[src/core/mdsr_pkg.sv]
// Purpose: Shared constants for the motor driver status register bank
// Assumes: 16-bit serial word, 8-bit registers
// Notes: Field positions are bit indices within each 8-bit register
package mdsr_pkg;
    localparam int unsigned FRAME_BITS = 16;
    localparam int unsigned ADDR_W = 6;
    localparam int unsigned DATA_W = 8;
    // Register offsets
    localparam logic [5:0] OFS_SUMMARY = 6'h00;
    localparam logic [5:0] OFS_THERMAL_OC = 6'h01;
    localparam logic [5:0] OFS_REG_IF = 6'h02;
    localparam logic [5:0] OFS_LAST_VALID = 6'h0C;
    // Reset value of every status register
    localparam logic [7:0] STATUS_RESET = 8'h00;
    // Summary register fields
    localparam int unsigned SUM_STALL = 7;
    localparam int unsigned SUM_STEPDOWN = 6;
    localparam int unsigned SUM_SERIAL = 5;
    localparam int unsigned SUM_OVERCURRENT = 4;
    localparam int unsigned SUM_NO_POR = 3;
    localparam int unsigned SUM_OVERVOLT = 2;
    localparam int unsigned SUM_THERMAL = 1;
    localparam int unsigned SUM_FAULT = 0;
    // Thermal / overcurrent register fields; bits 5..0 are C-hi..A-lo
    localparam int unsigned TOC_WARN = 7;
    localparam int unsigned TOC_SHUTDOWN = 6;
    // Regulator / interface register fields
    localparam int unsigned RIF_PARITY = 2;
    localparam int unsigned RIF_FRAME = 1;
    localparam int unsigned RIF_ADDR = 0;
    // Serial word layout
    localparam int unsigned WORD_RW = 15;
    localparam logic [4:0] CNT_ADDR_DONE = 5'h07;
    localparam logic [4:0] CNT_FULL = 5'h10;
    localparam logic [4:0] CNT_OVER = 5'h11;
endpackage

[src/core/mdsr_status_regs.sv]
// Purpose: Read-only fault status bank read over the 16-bit serial port
// Assumes: Serial pins are sampled on sys_clk, which runs far above the serial clock
// Notes: Writes are accepted as frames; their data changes nothing here, but parity, frame and address errors still latch
`timescale 1ns/1ps
module mdsr_status_regs #(
    parameter int unsigned FRAME_LEN = mdsr_pkg::FRAME_BITS
) (
    input wire logic sys_clk,
    input wire logic reset,
    input wire logic sleep_pin_n,
    input wire logic fault_clear_bit,
    input wire logic rotor_stall_det,
    input wire logic stepdown_fault_det,
    input wire logic supply_por_det,
    input wire logic supply_overvoltage_det,
    input wire logic thermal_warning_det,
    input wire logic thermal_shutdown_det,
    input wire logic [5:0] overcurrent_det,
    input wire logic spi_cs_n,
    input wire logic spi_sclk,
    input wire logic spi_sdi,
    output logic spi_sdo,
    output logic spi_sdo_oe_n,
    output logic [7:0] summary_fault_status,
    output logic [7:0] thermal_overcurrent_status,
    output logic [7:0] regulator_interface_status
);
    import mdsr_pkg::*;

    // Shift counter and reply layout only serve the 16-bit word
    if (FRAME_LEN != FRAME_BITS) begin : g_bad_frame_len
        $error("FRAME_LEN must be 16");
    end

    typedef struct packed {
        logic sclk_q;
        logic cs_n_q;
        logic sleep_q;
        logic [4:0] cnt;
        logic [15:0] rx;
        logic [15:0] tx;
        logic rotor_stall_flag;
        logic stepdown_fault_flag;
        logic no_power_up_reset_flag;
        logic supply_overvoltage_flag;
        logic thermal_warning_flag;
        logic thermal_shutdown_flag;
        logic [5:0] switch_oc;
        logic parity_err;
        logic frame_err;
        logic addr_err;
    } mdsr_state_s;

    mdsr_state_s st;
    mdsr_state_s next_st;
    logic clear_cmd;
    logic sclk_fall;
    logic sclk_rise;
    logic frame_start;
    logic frame_end;
    logic [7:0] sel_data;

    assign clear_cmd = fault_clear_bit | (sleep_pin_n & ~st.sleep_q);
    assign sclk_fall = st.sclk_q & ~spi_sclk & ~spi_cs_n;
    assign sclk_rise = ~st.sclk_q & spi_sclk & ~spi_cs_n;
    assign frame_start = st.cs_n_q & ~spi_cs_n;
    assign frame_end = ~st.cs_n_q & spi_cs_n;

    assign summary_fault_status[SUM_STALL] = st.rotor_stall_flag;
    assign summary_fault_status[SUM_STEPDOWN] = st.stepdown_fault_flag;
    assign summary_fault_status[SUM_SERIAL] = st.parity_err | st.frame_err | st.addr_err;
    assign summary_fault_status[SUM_OVERCURRENT] = |st.switch_oc;
    assign summary_fault_status[SUM_NO_POR] = st.no_power_up_reset_flag;
    assign summary_fault_status[SUM_OVERVOLT] = st.supply_overvoltage_flag;
    assign summary_fault_status[SUM_THERMAL] = st.thermal_warning_flag
        | st.thermal_shutdown_flag;
    assign summary_fault_status[SUM_FAULT] = |{summary_fault_status[7:4],
        summary_fault_status[2:1]};
    assign thermal_overcurrent_status = {st.thermal_warning_flag,
        st.thermal_shutdown_flag, st.switch_oc};
    assign regulator_interface_status = {5'h00, st.parity_err, st.frame_err, st.addr_err};

    // Control registers live elsewhere; from this bank they read as zero
    always_comb begin
        case (st.rx[5:0])
            OFS_SUMMARY: sel_data = summary_fault_status;
            OFS_THERMAL_OC: sel_data = thermal_overcurrent_status;
            OFS_REG_IF: sel_data = regulator_interface_status;
            default: sel_data = 8'h00;
        endcase
    end

    assign spi_sdo = st.tx[15];
    assign spi_sdo_oe_n = spi_cs_n;

    always_comb begin
        next_st = st;
        next_st.sclk_q = spi_sclk;
        next_st.cs_n_q = spi_cs_n;
        next_st.sleep_q = sleep_pin_n;
        // Hardware set wins over a clear landing in the same cycle
        next_st.rotor_stall_flag = rotor_stall_det | (st.rotor_stall_flag & ~clear_cmd);
        next_st.thermal_shutdown_flag = thermal_shutdown_det
            | (st.thermal_shutdown_flag & ~clear_cmd);
        next_st.switch_oc = overcurrent_det | (st.switch_oc & {6{~clear_cmd}});
        next_st.parity_err = st.parity_err & ~clear_cmd;
        next_st.frame_err = st.frame_err & ~clear_cmd;
        next_st.addr_err = st.addr_err & ~clear_cmd;
        next_st.stepdown_fault_flag = stepdown_fault_det;
        next_st.supply_overvoltage_flag = supply_overvoltage_det;
        next_st.thermal_warning_flag = thermal_warning_det;
        // Cleared by a supply reset, re-armed only by a clear command
        if (supply_por_det) begin
            next_st.no_power_up_reset_flag = 1'b0;
        end else if (clear_cmd) begin
            next_st.no_power_up_reset_flag = 1'b1;
        end
        if (frame_start) begin
            next_st.cnt = 5'h00;
            next_st.tx = {summary_fault_status, 8'h00};
        end
        if (sclk_fall) begin
            next_st.rx = {st.rx[14:0], spi_sdi};
            if (st.cnt != CNT_OVER) begin
                next_st.cnt = st.cnt + 5'h01;
            end
        end
        // First rising edge keeps the MSB already presented at select
        if (sclk_rise && st.cnt != 5'h00) begin
            if (st.cnt == CNT_ADDR_DONE) begin
                // Last status bit still goes out before the register byte
                next_st.tx = {st.tx[14], sel_data, 7'h00};
            end else begin
                next_st.tx = {st.tx[14:0], 1'b0};
            end
        end
        if (frame_end) begin
            if (st.cnt != CNT_FULL) begin
                next_st.frame_err = 1'b1;
            end else begin
                // Parity over the full word must be even
                if (^st.rx) begin
                    next_st.parity_err = 1'b1;
                end
                if (st.rx[14:9] > OFS_LAST_VALID) begin
                    next_st.addr_err = 1'b1;
                end
            end
        end
    end

    always_ff @(posedge sys_clk) begin
        if (reset) begin
            st <= '0;
            st.cs_n_q <= 1'b1;
            st.sleep_q <= 1'b1;
        end else begin
            st <= next_st;
        end
    end
endmodule

[config.mk]
export PLATFORM = sky130hd
export DESIGN_NAME = mdsr_status_regs
export DESIGN_NICKNAME = d
export VERILOG_FILES = /design/src/core/mdsr_pkg.sv /design/src/core/mdsr_status_regs.sv
export SDC_FILE = /design/constraint.sdc
export NUM_CORES = 1
export LEC_CHECK = 0
export BUFFER_PORTS_ARGS = -buffer_cell sky130_fd_sc_hd__buf_2
export CORE_MARGIN = 4
export CORE_UTILIZATION = 55
export CTS_CLUSTER_SIZE = 20
export DETAILED_ROUTE_END_ITERATION = 10
export PLACE_DENSITY_LB_ADDON = 0.25
export SLEW_MARGIN = 20
export SYNTH_ARGS = -nofsm -noshare
export SYNTH_HDL_FRONTEND = slang
export SYNTH_SLANG_ARGS = --single-unit
[constraint.sdc]
create_clock -name sys_clk -period 2.05 [get_ports sys_clk]
set_clock_uncertainty 0.05 [all_clocks]
set_input_delay 0.205 -clock sys_clk [delete_from_list [all_inputs] [get_ports sys_clk]]
set_output_delay 0.205 -clock sys_clk [all_outputs]
set_load 0.01 [all_outputs]
## Word level (Yosys, flattened, before mapping)

Index checks and enable logic that the tools add are counted.

- Input bits: 19
- Register bits after elaboration: 55
- Logic and storage cells: 70

- Reductions and logical operators: 8
- $add $sub $neg: 1
- Multiplexer cells: 13
- Bitwise logic cells: 26
- Magnitude comparators: 1
- Equal/unequal tests: 5

Operator list:

| operator | count |
|---|---|
| two-way mux 16 bit | 2 |
| one-hot mux 8 bit (3 select lines) | 1 |
| two-way mux 21 bit | 1 |
| XOR reduction 16 bit | 1 |
| two-way mux 15 bit | 1 |
| AND 1 bit | 12 |
| OR reduction 11 bit | 1 |
| two-way mux 5 bit | 2 |
| != test 5 bit, second input constant | 2 |
| AND 6 bit | 1 |
| == test 6 x 1 -> 1 bit, second input constant | 1 |
| == test 6 x 2 -> 1 bit, second input constant | 1 |
| greater-than comparator 6 x 4 -> 1 bit, second input constant | 1 |
| zero test 6 bit | 1 |
| NOT 1 bit | 6 |
| OR 1 bit | 6 |
| OR 6 bit | 1 |
| OR reduction 6 bit | 1 |
| adder 5 x 1 -> 5 bit, second input constant | 1 |
| == test 5 x 3 -> 1 bit, second input constant | 1 |
| two-way mux 1 bit | 5 |
| nonzero test 5 bit | 1 |
| two-way mux 3 bit | 1 |
| nonzero test 2 bit | 1 |
| 2 further kinds | 2 |

## Depth between registers and ports, before layout

Gate-level depths: netlist of the first run.

- Depth after elaboration: 8
- Mapped depth: 8

## Worst setup path after synthesis of the first run

OpenSTA, ideal clock, no wires.

- Path kind: flip-flop to flip-flop
- Start: register st[31] (netlist name)
- End: register st[26] (netlist name)
- Clock period less this slack: 1.726 ns
- Stages on the path, launching flop included: 8
- Arrival time: 1.602 ns
- Setup slack: 0.324 ns
- Setup time: 0.074 ns
- Cell sequence: dfxtp_1 inv_1 ha_1 buf_1 o311ai_1 or3_4 o22a_1 nor3_2

- Cells in the longest elaborated chain, start to end: 4
- Elaborated cells on any way between the ends: 6
- Classes of those cells: eq/ne (2); mux (3); reduce/logical (1)

RTL lines:

| element | RTL line | source |
|---|---|---|
| start, declared | mdsr_status_regs.sv:54 | `mdsr_state_s st;` |
| start signal, assigned | mdsr_status_regs.sv:158 | `st <= next_st;` |
| == test 6 x 2 -> 1 bit (tied with other cells) | mdsr_status_regs.sv:85 | `case (st.rx[5:0])` |
| one-hot mux 8 bit (3 select lines) * | mdsr_status_regs.sv:85 |  |
| two-way mux 15 bit * | mdsr_status_regs.sv:130 | `if (st.cnt == CNT_ADDR_DONE) begin` |
| two-way mux 16 bit * | mdsr_status_regs.sv:129 | `if (sclk_rise && st.cnt != 5'h00) begin` |

Every way passes the cells marked *; elsewhere a longest branch is shown, timed or not.
A chain may end at the register's enable or synchronous reset.

## Final worst setup path of the first run

- Start: register st (netlist bit thermal_overcurrent_status[2])
- End: output summary_fault_status[0]

- Cells in the longest elaborated chain, start to end: 1

RTL lines:

| element | RTL line | source |
|---|---|---|
| OR reduction 11 bit | mdsr_status_regs.sv:77 | `assign summary_fault_status[SUM_FAULT] = \|{summary_fault_status[7:4],` |
| end, declared | mdsr_status_regs.sv:24 | `output logic [7:0] summary_fault_status,` |

Every way passes these cells.

==> results of run 1 <==
[routing by layer]
metal / vias to the layer above / track usage / wire length, um / share of wire
li1: 1045 / - / - / -
met1: 987 / 0.245 / 2280 / 0.44
met2: 64 / 0.325 / 2470 / 0.48
met3: 12 / 0.0467 / 297 / 0.057
met4: 0 / 0.0949 / 153 / 0.029
met5: - / 0 / 0 / 0
[worst min path at each step]
stage | endpoint | cells after the start
2_1_floorplan | summary_fault_status[3] | 1
3_3_place_gp | summary_fault_status[3] | 2
3_5_place_dp | summary_fault_status[3] | 2
4_1_cts | st[52] | 2
5_1_grt | thermal_overcurrent_status[3] | 3
6_report | st[52] | 2
[area by class of cell]
cell class / instances / area (um^2)
inverter: 13 / 48.8
sequential: 48 / 961
tap: 52 / 65.1
timing repair buffer: 47 / 258
clock inverter: 2 / 38.8
clock buffer: 6 / 82.6
multi-input combinational: 204 / 1250
fill: 390 / 1620
[logic make-up after synthesis]
logic type,count (synthesis)
simple gates,110
compound gates,68
buf+inv,50
flops,48
xor+xnor,12
fa+ha+maj,8
other cells,1
mux,1
[placed cells by master, fill, tap and decap left out, types with 3 or more instances in the layout]
| cell type | netlist | routed |
|---|---|---|
| xor2_1 | 3 | 3 |
| buf_4 | 21 | 7 |
| nor2_1 | 23 | 23 |
| conb_1 | 1 | 5 |
| nand2_1 | 44 | 44 |
| clkbuf_8 | 0 | 6 |
| dfxtp_1 | 48 | 48 |
| nor2b_1 | 4 | 4 |
| a21oi_1 | 37 | 37 |
| buf_2 | 5 | 39 |
| inv_1 | 13 | 13 |
| a22oi_1 | 6 | 6 |
| or2_2 | 3 | 3 |
| ha_1 | 8 | 8 |
| a211oi_1 | 3 | 3 |
| o22a_1 | 4 | 4 |
| nor3_1 | 10 | 10 |
| xnor2_1 | 9 | 9 |
| nor3_2 | 4 | 4 |
[registers in the layout, indices dropped and copies added, names as in the netlist]
register	count
st	32
spi_sdo	1
thermal_overcurrent_status	8
regulator_interface_status	3
summary_fault_status	4
[stage by stage]
step	cells	cell area, um^2	hold WS, ps
2_1_floorplan	302	2470	228
3_3_place_gp	362	2560	314
3_5_place_dp	362	2560	315
4_1_cts	371	2690	35.1
5_1_grt	372	2700	39.8
6_report	372	2700	47.8
[power by group through the flow]
stage                     Clock, mW  Combinational [mW]  Sequential, mW
after floorplan                   0               0.146            1.00
after global placement            0               0.180            1.01
after detailed placement          0               0.182            1.01
after CTS                     0.743               0.184           0.989
after global routing          0.788               0.207           0.994
final                         0.719               0.185           0.991
[timing repair]
item                       in CTS  in global routing
setup buffers                   0                  1
hold endpoints to repair        1                  0
resized for setup               0                  1
hold buffers                    1                  0
setup endpoints to repair       0                  1
==> results.md, run 1 <==
- Slew HR: 0.631
- Die height: around 75 um
- Register area share after synthesis: 0.391
- GPL Wtd Cong: 0.818
- Vias: roughly 2100
- Internal: roughly 1.4 mW
- Comb pwr share: 0.098
- WP data required: between 1500 and 2000 ps
- Htree depth: 2
- NumNets Final: between 300 and 400
- Top FF cell, synth: dfxtp_1
- Unique masters post-synth: 50
- Post-Syn Area per Cell: between 8 and 9 um^2
- Number of synthesized flops with an enable pin: 0
- CP Launch Type: flop
- Residual DRC: 0
- Crit path buffers/inverters: 1
- DRT Pass-1 Iters: 4
- Dpl hpwl: roughly 3700 um
- Switching Power: ~0.46 mW
- Class of the most critical setup path: reg2out
- Area fraction of the dominant cell type after synthesis: 0.391
- Xor and xnor area share after synthesis: 0.0428
- R2R setup slack: about 180 ps
- Core Box Area: around 0.0043 mm^2
- Final period util: 0.916
- Total of max-cap violations: 0
- Place WS: 225 ps
- Max-slew violation count: 0
- Synth-to-layout area growth: 10.0%
- Largest net degree at the start of global routing: 30
- DR iter-0 viols: roughly 130
- RR Endpoint: st[28]
- Antenna cells: 0
- Clk sinks: 48
- Post-Route WL: 5200 um
- Setup TNS: 0 ps
- Number of antenna violations at the first check in global routing: 0
- Clock share of power: 0.380
- Post-Syn Instances: between 200 and 300
- VDD IR max: about 0.45 mV
- Row count: 24
- Worst path slowest cell: dfxtp_1
- Worst slew pin tran: 554 ps
- Synth cell count leaders: dfxtp_1, nand2_1, a21oi_1, nor2_1, buf_4
- Post-Synth Adder-Cell Area: 0.0408
- Area leader, netlist: dfxtp_1
- Critical Path AT: ~1600 ps
- Outcome: completed
- Initial core utilization: 0.568
- Worst r2r src: st[32]
- Yosys warns: 0
- Clock buffer depth: 2
- Final Hold Viols: 0
- Largest family of logic cells by synthesized area: simple AND/OR/NAND/NOR gates
- Final setup fails: 0
- Stages on worst setup path: 4
- Clock root buffer: clkbuf_8
- Port Buf Inserts: 39
- Async set-or-reset flop fraction in the synthesized netlist: 0
- Sw Share: 0.241
- Total GRT Usage: 0.198
- Final worst-path setup slack: 172 ps
- Power Density: around 700 mW/mm^2
- Max incr delay on CP: 370 ps
- Final min period: 1880 ps
- Top cells by area, synth: dfxtp_1, a21oi_1, nand2_1
- Hold path start: sleep_pin_n
- CTS tree: done
- Most numerous cell in the Yosys netlist: dfxtp_1
- Leak: between 1 and 1.5 nW
- Kind of cell adding the most delay to the critical path: simple AND/OR/NAND/NOR gates
- Critical path launch point: thermal_overcurrent_status[2]
- Die W: between 70 and 80 um
- CP endpoint kind: primary output
- TritonCTS Buffers: 5
- Vias in the first global route: 1908
- # IOs: 45
- First-pass GRT wire length: between 8000 and 9000 um
- Vias/cell: between 5 and 6
- Worst min-delay path class: in2reg
- Routed WL per cell: ~14 um
- Clk slew on worst S/H paths: 90 ps
- Share of layout cells above drive strength 1: 0.209
- CP Capture Point: summary_fault_status[0]
- Die area: 0.00560 mm^2
- Critical-path cell list: nor4_2 -> nand4_1 -> or2_2 -> buf_2
- Utilization after layout: 0.625
- #FFs+latches synth: between 40 and 50
- Pwr Total: ~1.9 mW
- Share of power burned in registers: 0.523
- Total grt overflow: 0
- Simple-Gate Fraction of Synth Area: 0.222
- Compound-Gate Fraction of Synth Area: 0.186
- Reg2reg path depth: 6
- RSZ-0062 raised after global routing: no
- Remaining antenna violation count: 0
- Max Fclk: 0.532 GHz
- Worst Path Max Fanout: 4
- Clock latency on the worst-skew pair: about 300 ps
- Post-synthesis mux area share: 0.00408
- Mapped cell area: 0.00246 mm^2
No activity file was read; power rests on OpenSTA's default activity.
==> inputs of run 2 (changes only) <==
--- a/config.mk
+++ b/config.mk
@@ -6,10 +6,12 @@
 export NUM_CORES = 1
 export LEC_CHECK = 0
 export BUFFER_PORTS_ARGS = -buffer_cell sky130_fd_sc_hd__buf_2
+export CAP_MARGIN = 25
 export CORE_MARGIN = 4
-export CORE_UTILIZATION = 55
+export CORE_UTILIZATION = 50
 export CTS_CLUSTER_SIZE = 20
 export DETAILED_ROUTE_END_ITERATION = 10
+export MAX_ROUTING_LAYER = met4
 export PLACE_DENSITY_LB_ADDON = 0.25
 export SLEW_MARGIN = 20
 export SYNTH_ARGS = -nofsm -noshare
==> constraint.sdc (replaced) <==
create_clock -name sys_clk -period 1.6 [get_ports sys_clk]
set_clock_uncertainty 0.05 [all_clocks]
set_input_delay 0.16 -clock sys_clk [delete_from_list [all_inputs] [get_ports sys_clk]]
set_output_delay 0.16 -clock sys_clk [all_outputs]
set_load 0.01 [all_outputs]
==> results.md, run 2 (synthesis gave the netlist of run 1 again) <==
- RSZ-0062 raised after global routing: yes
- Fin cells: ~420
- Final worst-path setup slack: -86.5 ps
- Vias/cell: between 5 and 6
- # IOs: 45
- R2R setup slack: -80 ps
- TritonCTS Buffers: 5
- Kind of cell adding the most delay to the critical path: simple AND/OR/NAND/NOR gates
- Placed Instances: slightly above 400
- Max Fclk: roughly 0.59 GHz
- Largest net degree at the start of global routing: 27
- Layout fillers: 382
- Final Hold Viols: 0
- Die W: between 70 and 80 um
- Die height: 78.1 um
- NumNets Final: between 300 and 400
- Cell count of the worst hold path: 3
- Htree depth: 2
- Crit path buffers/inverters: 1
- Residual DRC: 0
- Clock root buffer: clkbuf_8
- First-pass GRT wire length: between 9000 and 10000 um
- Place WS: -115 ps
- Number of antenna violations at the first check in global routing: 0
- Clock buffer depth: 2
- Remaining antenna violation count: 0
- Max incr delay on CP: roughly 340 ps
- Outcome: finished with violations
- Vias in the first global route: around 2100
- Max-slew violation count: 0
- Worst Path Max Fanout: 2
- Footprint of the multi-input gates: ~0.0015 mm^2
- CP Launch Type: flop
- Worst path slowest cell: dfxtp_2
- Dpl hpwl: between 4000 and 5000 um
- Stages on worst setup path: 4
- Setup TNS: -542 ps
- Antenna cells: 0
- Critical Path AT: 1480 ps
- DRT Pass-1 Iters: 4
- CTS tree: done
- Total grt overflow: 0
- Worst slew pin tran: roughly 540 ps
- Top reg by flops: st
- Final min period: 1690 ps
- Row count: 25
- Core Box Area: between 0.004 and 0.005 mm^2
- Class of the most critical setup path: reg2out
- Worst min-delay path class: in2reg
- GPL Wtd Cong: 0.881
- Die area: 0.00610 mm^2
- Final setup fails: 8
- Synth-to-layout area growth: 33.1%
- Critical-path cell list: nor4_4 -> nand4_1 -> or2_4 -> buf_6
- Clk slew on worst S/H paths: around 90 ps
- Port Buf Inserts: 39
- Initial core utilization: 0.517
- Max reg flops: 32
- Commonest cells after routing, fill and taps aside: nand2_1, buf_2, buf_4
- Post-Route WL: between 6000 and 7000 um
- Most common cell after layout, fill and taps aside: nand2_1
- Reg2reg path depth: 7
- Total GRT Usage: 0.205
- Clock latency on the worst-skew pair: 300 ps
- Seq. cell area: 978 um^2
- Slew HR: 0.638
- DR iter-0 viols: 148
- Leak: approximately 1.3 nW
- CP endpoint kind: primary output
- Total of max-cap violations: 0
- WP data required: 1390 ps
- Vias: approximately 2200
- Final period util: 1.05
- Pwr Total: 2.44 mW
- Power Density: between 700 and 800 mW/mm^2
- Share of layout cells above drive strength 1: 0.407
- Clk sinks: 48
- Failing checks: setup timing
- VDD IR max: approximately 0.66 mV
- Routed WL per cell: 14.7 um
## run 2: worst paths after layout
check                                                     end                          start
worst max-delay path                  summary_fault_status[0]  thermal_overcurrent_status[5]
worst min register to register        summary_fault_status[3]        summary_fault_status[3]
worst min-delay path            thermal_overcurrent_status[6]           thermal_shutdown_det
worst max register to register                         st[27]                         st[47]
## run 2: repair_timing
action / CTS / global route
gates cloned: 0 / 1
hold buffers: 1 / 0
setup endpoints to repair: 10 / 12
setup buffers: 8 / 3
pin swaps: 20 / 24
resized for setup: 23 / 34
hold endpoints to repair: 1 / 0
## run 2: tightest hold or removal path: stages
cell and delay, ps:
buf_2 70, a21oi_1 30, nor2_1 60
## run 2: area by class of cell
type	instances	share of cell area
clock inverters	2	0.0107
repair buffers	83	0.173
well taps	67	0.0256
inverters	13	0.0157
flip-flops and latches	48	0.299
multi-input cells	204	0.454
clock buffers	6	0.0222
## run 2: routing by layer
layer	routed length, um	GRT usage	up-vias
met5	0	-	-
met3	331	0.0424	13
li1	-	-	1112
met1	2660	0.252	1054
met4	127	0.0280	0
met2	3120	0.358	68
## run 2: power by group
part	internal, mW	switching, mW	total (mW)
Clock	0.464	0.406	0.870
Sequential	1.23	0.0309	1.26
Combinational	0.139	0.169	0.308
Total	1.84	0.605	2.44
## run 2: per-stage QoR
| step | instance area, um^2 | utilization | hold slack (ps) |
|---|---|---|---|
| after floorplan | 2490 | - | 183 |
| after global placement | 2800 | 0.588 | 275 |
| after detailed placement | 2800 | 0.588 | 271 |
| after CTS | 3090 | 0.650 | 8.81 |
| after global routing | 3270 | 0.688 | 3.98 |
| final | 3270 | 0.688 | 9.19 |
==> inputs of run 3 (changes only) <==
--- a/config.mk
+++ b/config.mk
@@ -5,6 +5,7 @@
 export SDC_FILE = /design/constraint.sdc
 export NUM_CORES = 1
 export LEC_CHECK = 0
+export ABC_AREA = 1
 export BUFFER_PORTS_ARGS = -buffer_cell sky130_fd_sc_hd__buf_2
 export CAP_MARGIN = 25
 export CORE_MARGIN = 4
==> results.md, run 3 <==
- Port Buf Inserts: 39
- Max reg flops: 32
- Place WS: between 50 and 60 ps
- Row count: 26
- Routed WL per cell: 12.2 um
- Setup TNS: 0 ps
- Post-Syn Area per Cell: a little under 7 um^2
- Max-slew violation count: 0
- Residual DRC: 0
- Most numerous cell in the Yosys netlist: nand2_1
- Placed Instances: approximately 470
- CP Launch Type: flop
- Placed instance area: around 0.0028 mm^2
- Leak: around 1.4 nW
- Remaining antenna violation count: 0
- Mapped cell area: 0.00265 mm^2
- Share of layout cells above drive strength 1: 0.249
- Antenna cells: 0
- Top cells by area, synth: dfxtp_1, nand2_1, inv_1
- Post-Route WL: approximately 5900 um
- Final Hold Viols: 0
- Vias: around 2400
- DR iter-0 viols: about 160
- Worst path slowest cell: dfxtp_2
- Utilization after layout: 0.602
- RSZ-0062 raised after global routing: yes
- Power Density: between 700 and 800 mW/mm^2
- Number of synthesized flops with an enable pin: 0
- Core Box Area: a little over 0.005 mm^2
- Die W: about 81 um
- Total of max-cap violations: 0
- Most common cell after layout, fill and taps aside: nand2_1
- Final period util: 0.987
- Max Fclk: 0.633 GHz
- Class of the most critical setup path: reg2out
- Vias in the first global route: 2081
- Final worst-path setup slack: 21.1 ps
- Clk slew on worst S/H paths: about 90 ps
- Yosys warns: 0
- Area fraction of the dominant cell type after synthesis: 0.363
- Max incr delay on CP: ~340 ps
- Unique masters post-synth: 39
- # IOs: 45
- Die area: 0.00652 mm^2
- Outcome: completed
- Clock root buffer: clkbuf_8
- Largest net degree at the start of global routing: 27
- Top FF cell, synth: dfxtp_1
- TritonCTS Buffers: 5
- DRT Pass-1 Iters: 5
- CTS tree: done
- VDD IR max: ~0.54 mV
- Vias/cell: around 5.0
- GPL Wtd Cong: between 0.9 and 1
- Total grt overflow: 0
- Worst Path Max Fanout: 4
- WHS: 4.52 ps
- First-pass GRT wire length: between 9000 and 10000 um
- Critical Path AT: around 1400 ps
- Total GRT Usage: 0.192
- Clk sinks: 48
- Pwr Total: around 2.5 mW
- Final setup fails: 0
- Area leader, netlist: dfxtp_1
- Synth cell count leaders: nand2_1, inv_1, dfxtp_1, a21oi_1, o21ai_0
- Dpl hpwl: ~4200 um
- Final min period: 1580 ps
- Top reg by flops: st
- Cell area after layout: just over 0.003 mm^2
- Worst min-delay path class: in2reg
- Number of antenna violations at the first check in global routing: 0
- WP data required: around 1400 ps
- CP endpoint kind: primary output
- Clock latency on the worst-skew pair: between 300 and 400 ps
- Register area share after synthesis: 0.363
- Post-Syn Instances: 380
- Async set-or-reset flop fraction in the synthesized netlist: 0
- Die height: approximately 81 um
- Clock buffer depth: 2
- #FFs+latches synth: 48
- Initial core utilization: 0.518
- Fin cells: just under 500
- Commonest cells after routing, fill and taps aside: nand2_1, inv_1, dfxtp_1
- Synth-to-layout area growth: 16.3%
- Htree depth: 2
- NumNets Final: ~440
- Critical-path cell list: or2_4 -> nor3_4 -> nand3_2 -> buf_6
run 3: cell types whose count changed in the layout (fill, tap and decap cells not counted), moves of 5 or more:
cell	previous run	this run
inv_1	7	51
nand2_1	43	86
buf_4	37	13
o21ai_0	1	25
nand3_1	2	19
nor3_1	9	2
nand2_2	1	7
nor2_1	20	14
o21ai_1	1	7
a31oi_1	0	5
buf_6	6	1
xnor2_1	5	0
run 3: path summary, 6_finish.rpt:
path,start,to,slack (ps),cells past startpoint
setup / recovery,thermal_overcurrent_status[0],summary_fault_status[0],20,4
hold / removal,supply_overvoltage_det,summary_fault_status[2],5,3
setup reg to reg,st[32],regulator_interface_status[2],90,9
hold reg to reg,thermal_overcurrent_status[0],thermal_overcurrent_status[0],440,2
run 3: cell families after synthesis:
| kind of cell | synth area share |
|---|---|
| AND/OR/NAND/NOR | 0.250 |
| buffers and inverters | 0.166 |
| AO/OA/AOI/OAI | 0.175 |
| flip-flops | 0.363 |
| adder cells (fa/ha/maj) | 0.0378 |
| XOR/XNOR | 0.00662 |
| other | 0.00142 |
run 3: critical path, delay by kind of cell (launching register included):
| kind | cells | cell delay [ps] |
|---|---|---|
| DFF | 1 | 340 |
| and+or+nand+nor | 3 | 570 |
| buffers and inverters | 1 | 150 |
run 3: per-layer routing:
metal / vias up / share of wire / global-route usage
met2: 84 / 0.46 / 0.296
met3: 11 / 0.065 / 0.0532
met4: 0 / 0.013 / 0.0507
li1: 1262 / - / -
met5: - / 0 / -
met1: 1090 / 0.46 / 0.249
run 3: area by class of cell:
cell class / instances / area, um^2
inverters: 60 / 229
fillers: 468 / 2030
multi-input cells: 246 / 1360
clock inverters: 1 / 7.51
repair buffers: 55 / 329
flip-flops and latches: 48 / 973
well taps: 70 / 87.6
clock buffers: 7 / 86.3
run 3: power breakdown:
| group | leakage, nW | total, mW | internal, mW | switching [mW] |
|---|---|---|---|---|
| Combinational | 0.964 | 0.402 | 0.162 | 0.240 |
| Clock | 0.0445 | 0.763 | 0.352 | 0.411 |
| Sequential | 0.397 | 1.29 | 1.25 | 0.0408 |
| Total | 1.41 | 2.45 | 1.76 | 0.692 |
run 3: timing repair:
action                                 4_1_cts  5_1_grt
gates resized for setup                      3       33
hold buffers                                 3        0
endpoints found under the hold margin        3        0
setup endpoints to repair                    1       12
gates cloned                                 0        1
pin swaps                                    1       13
buffers inserted                             1        7
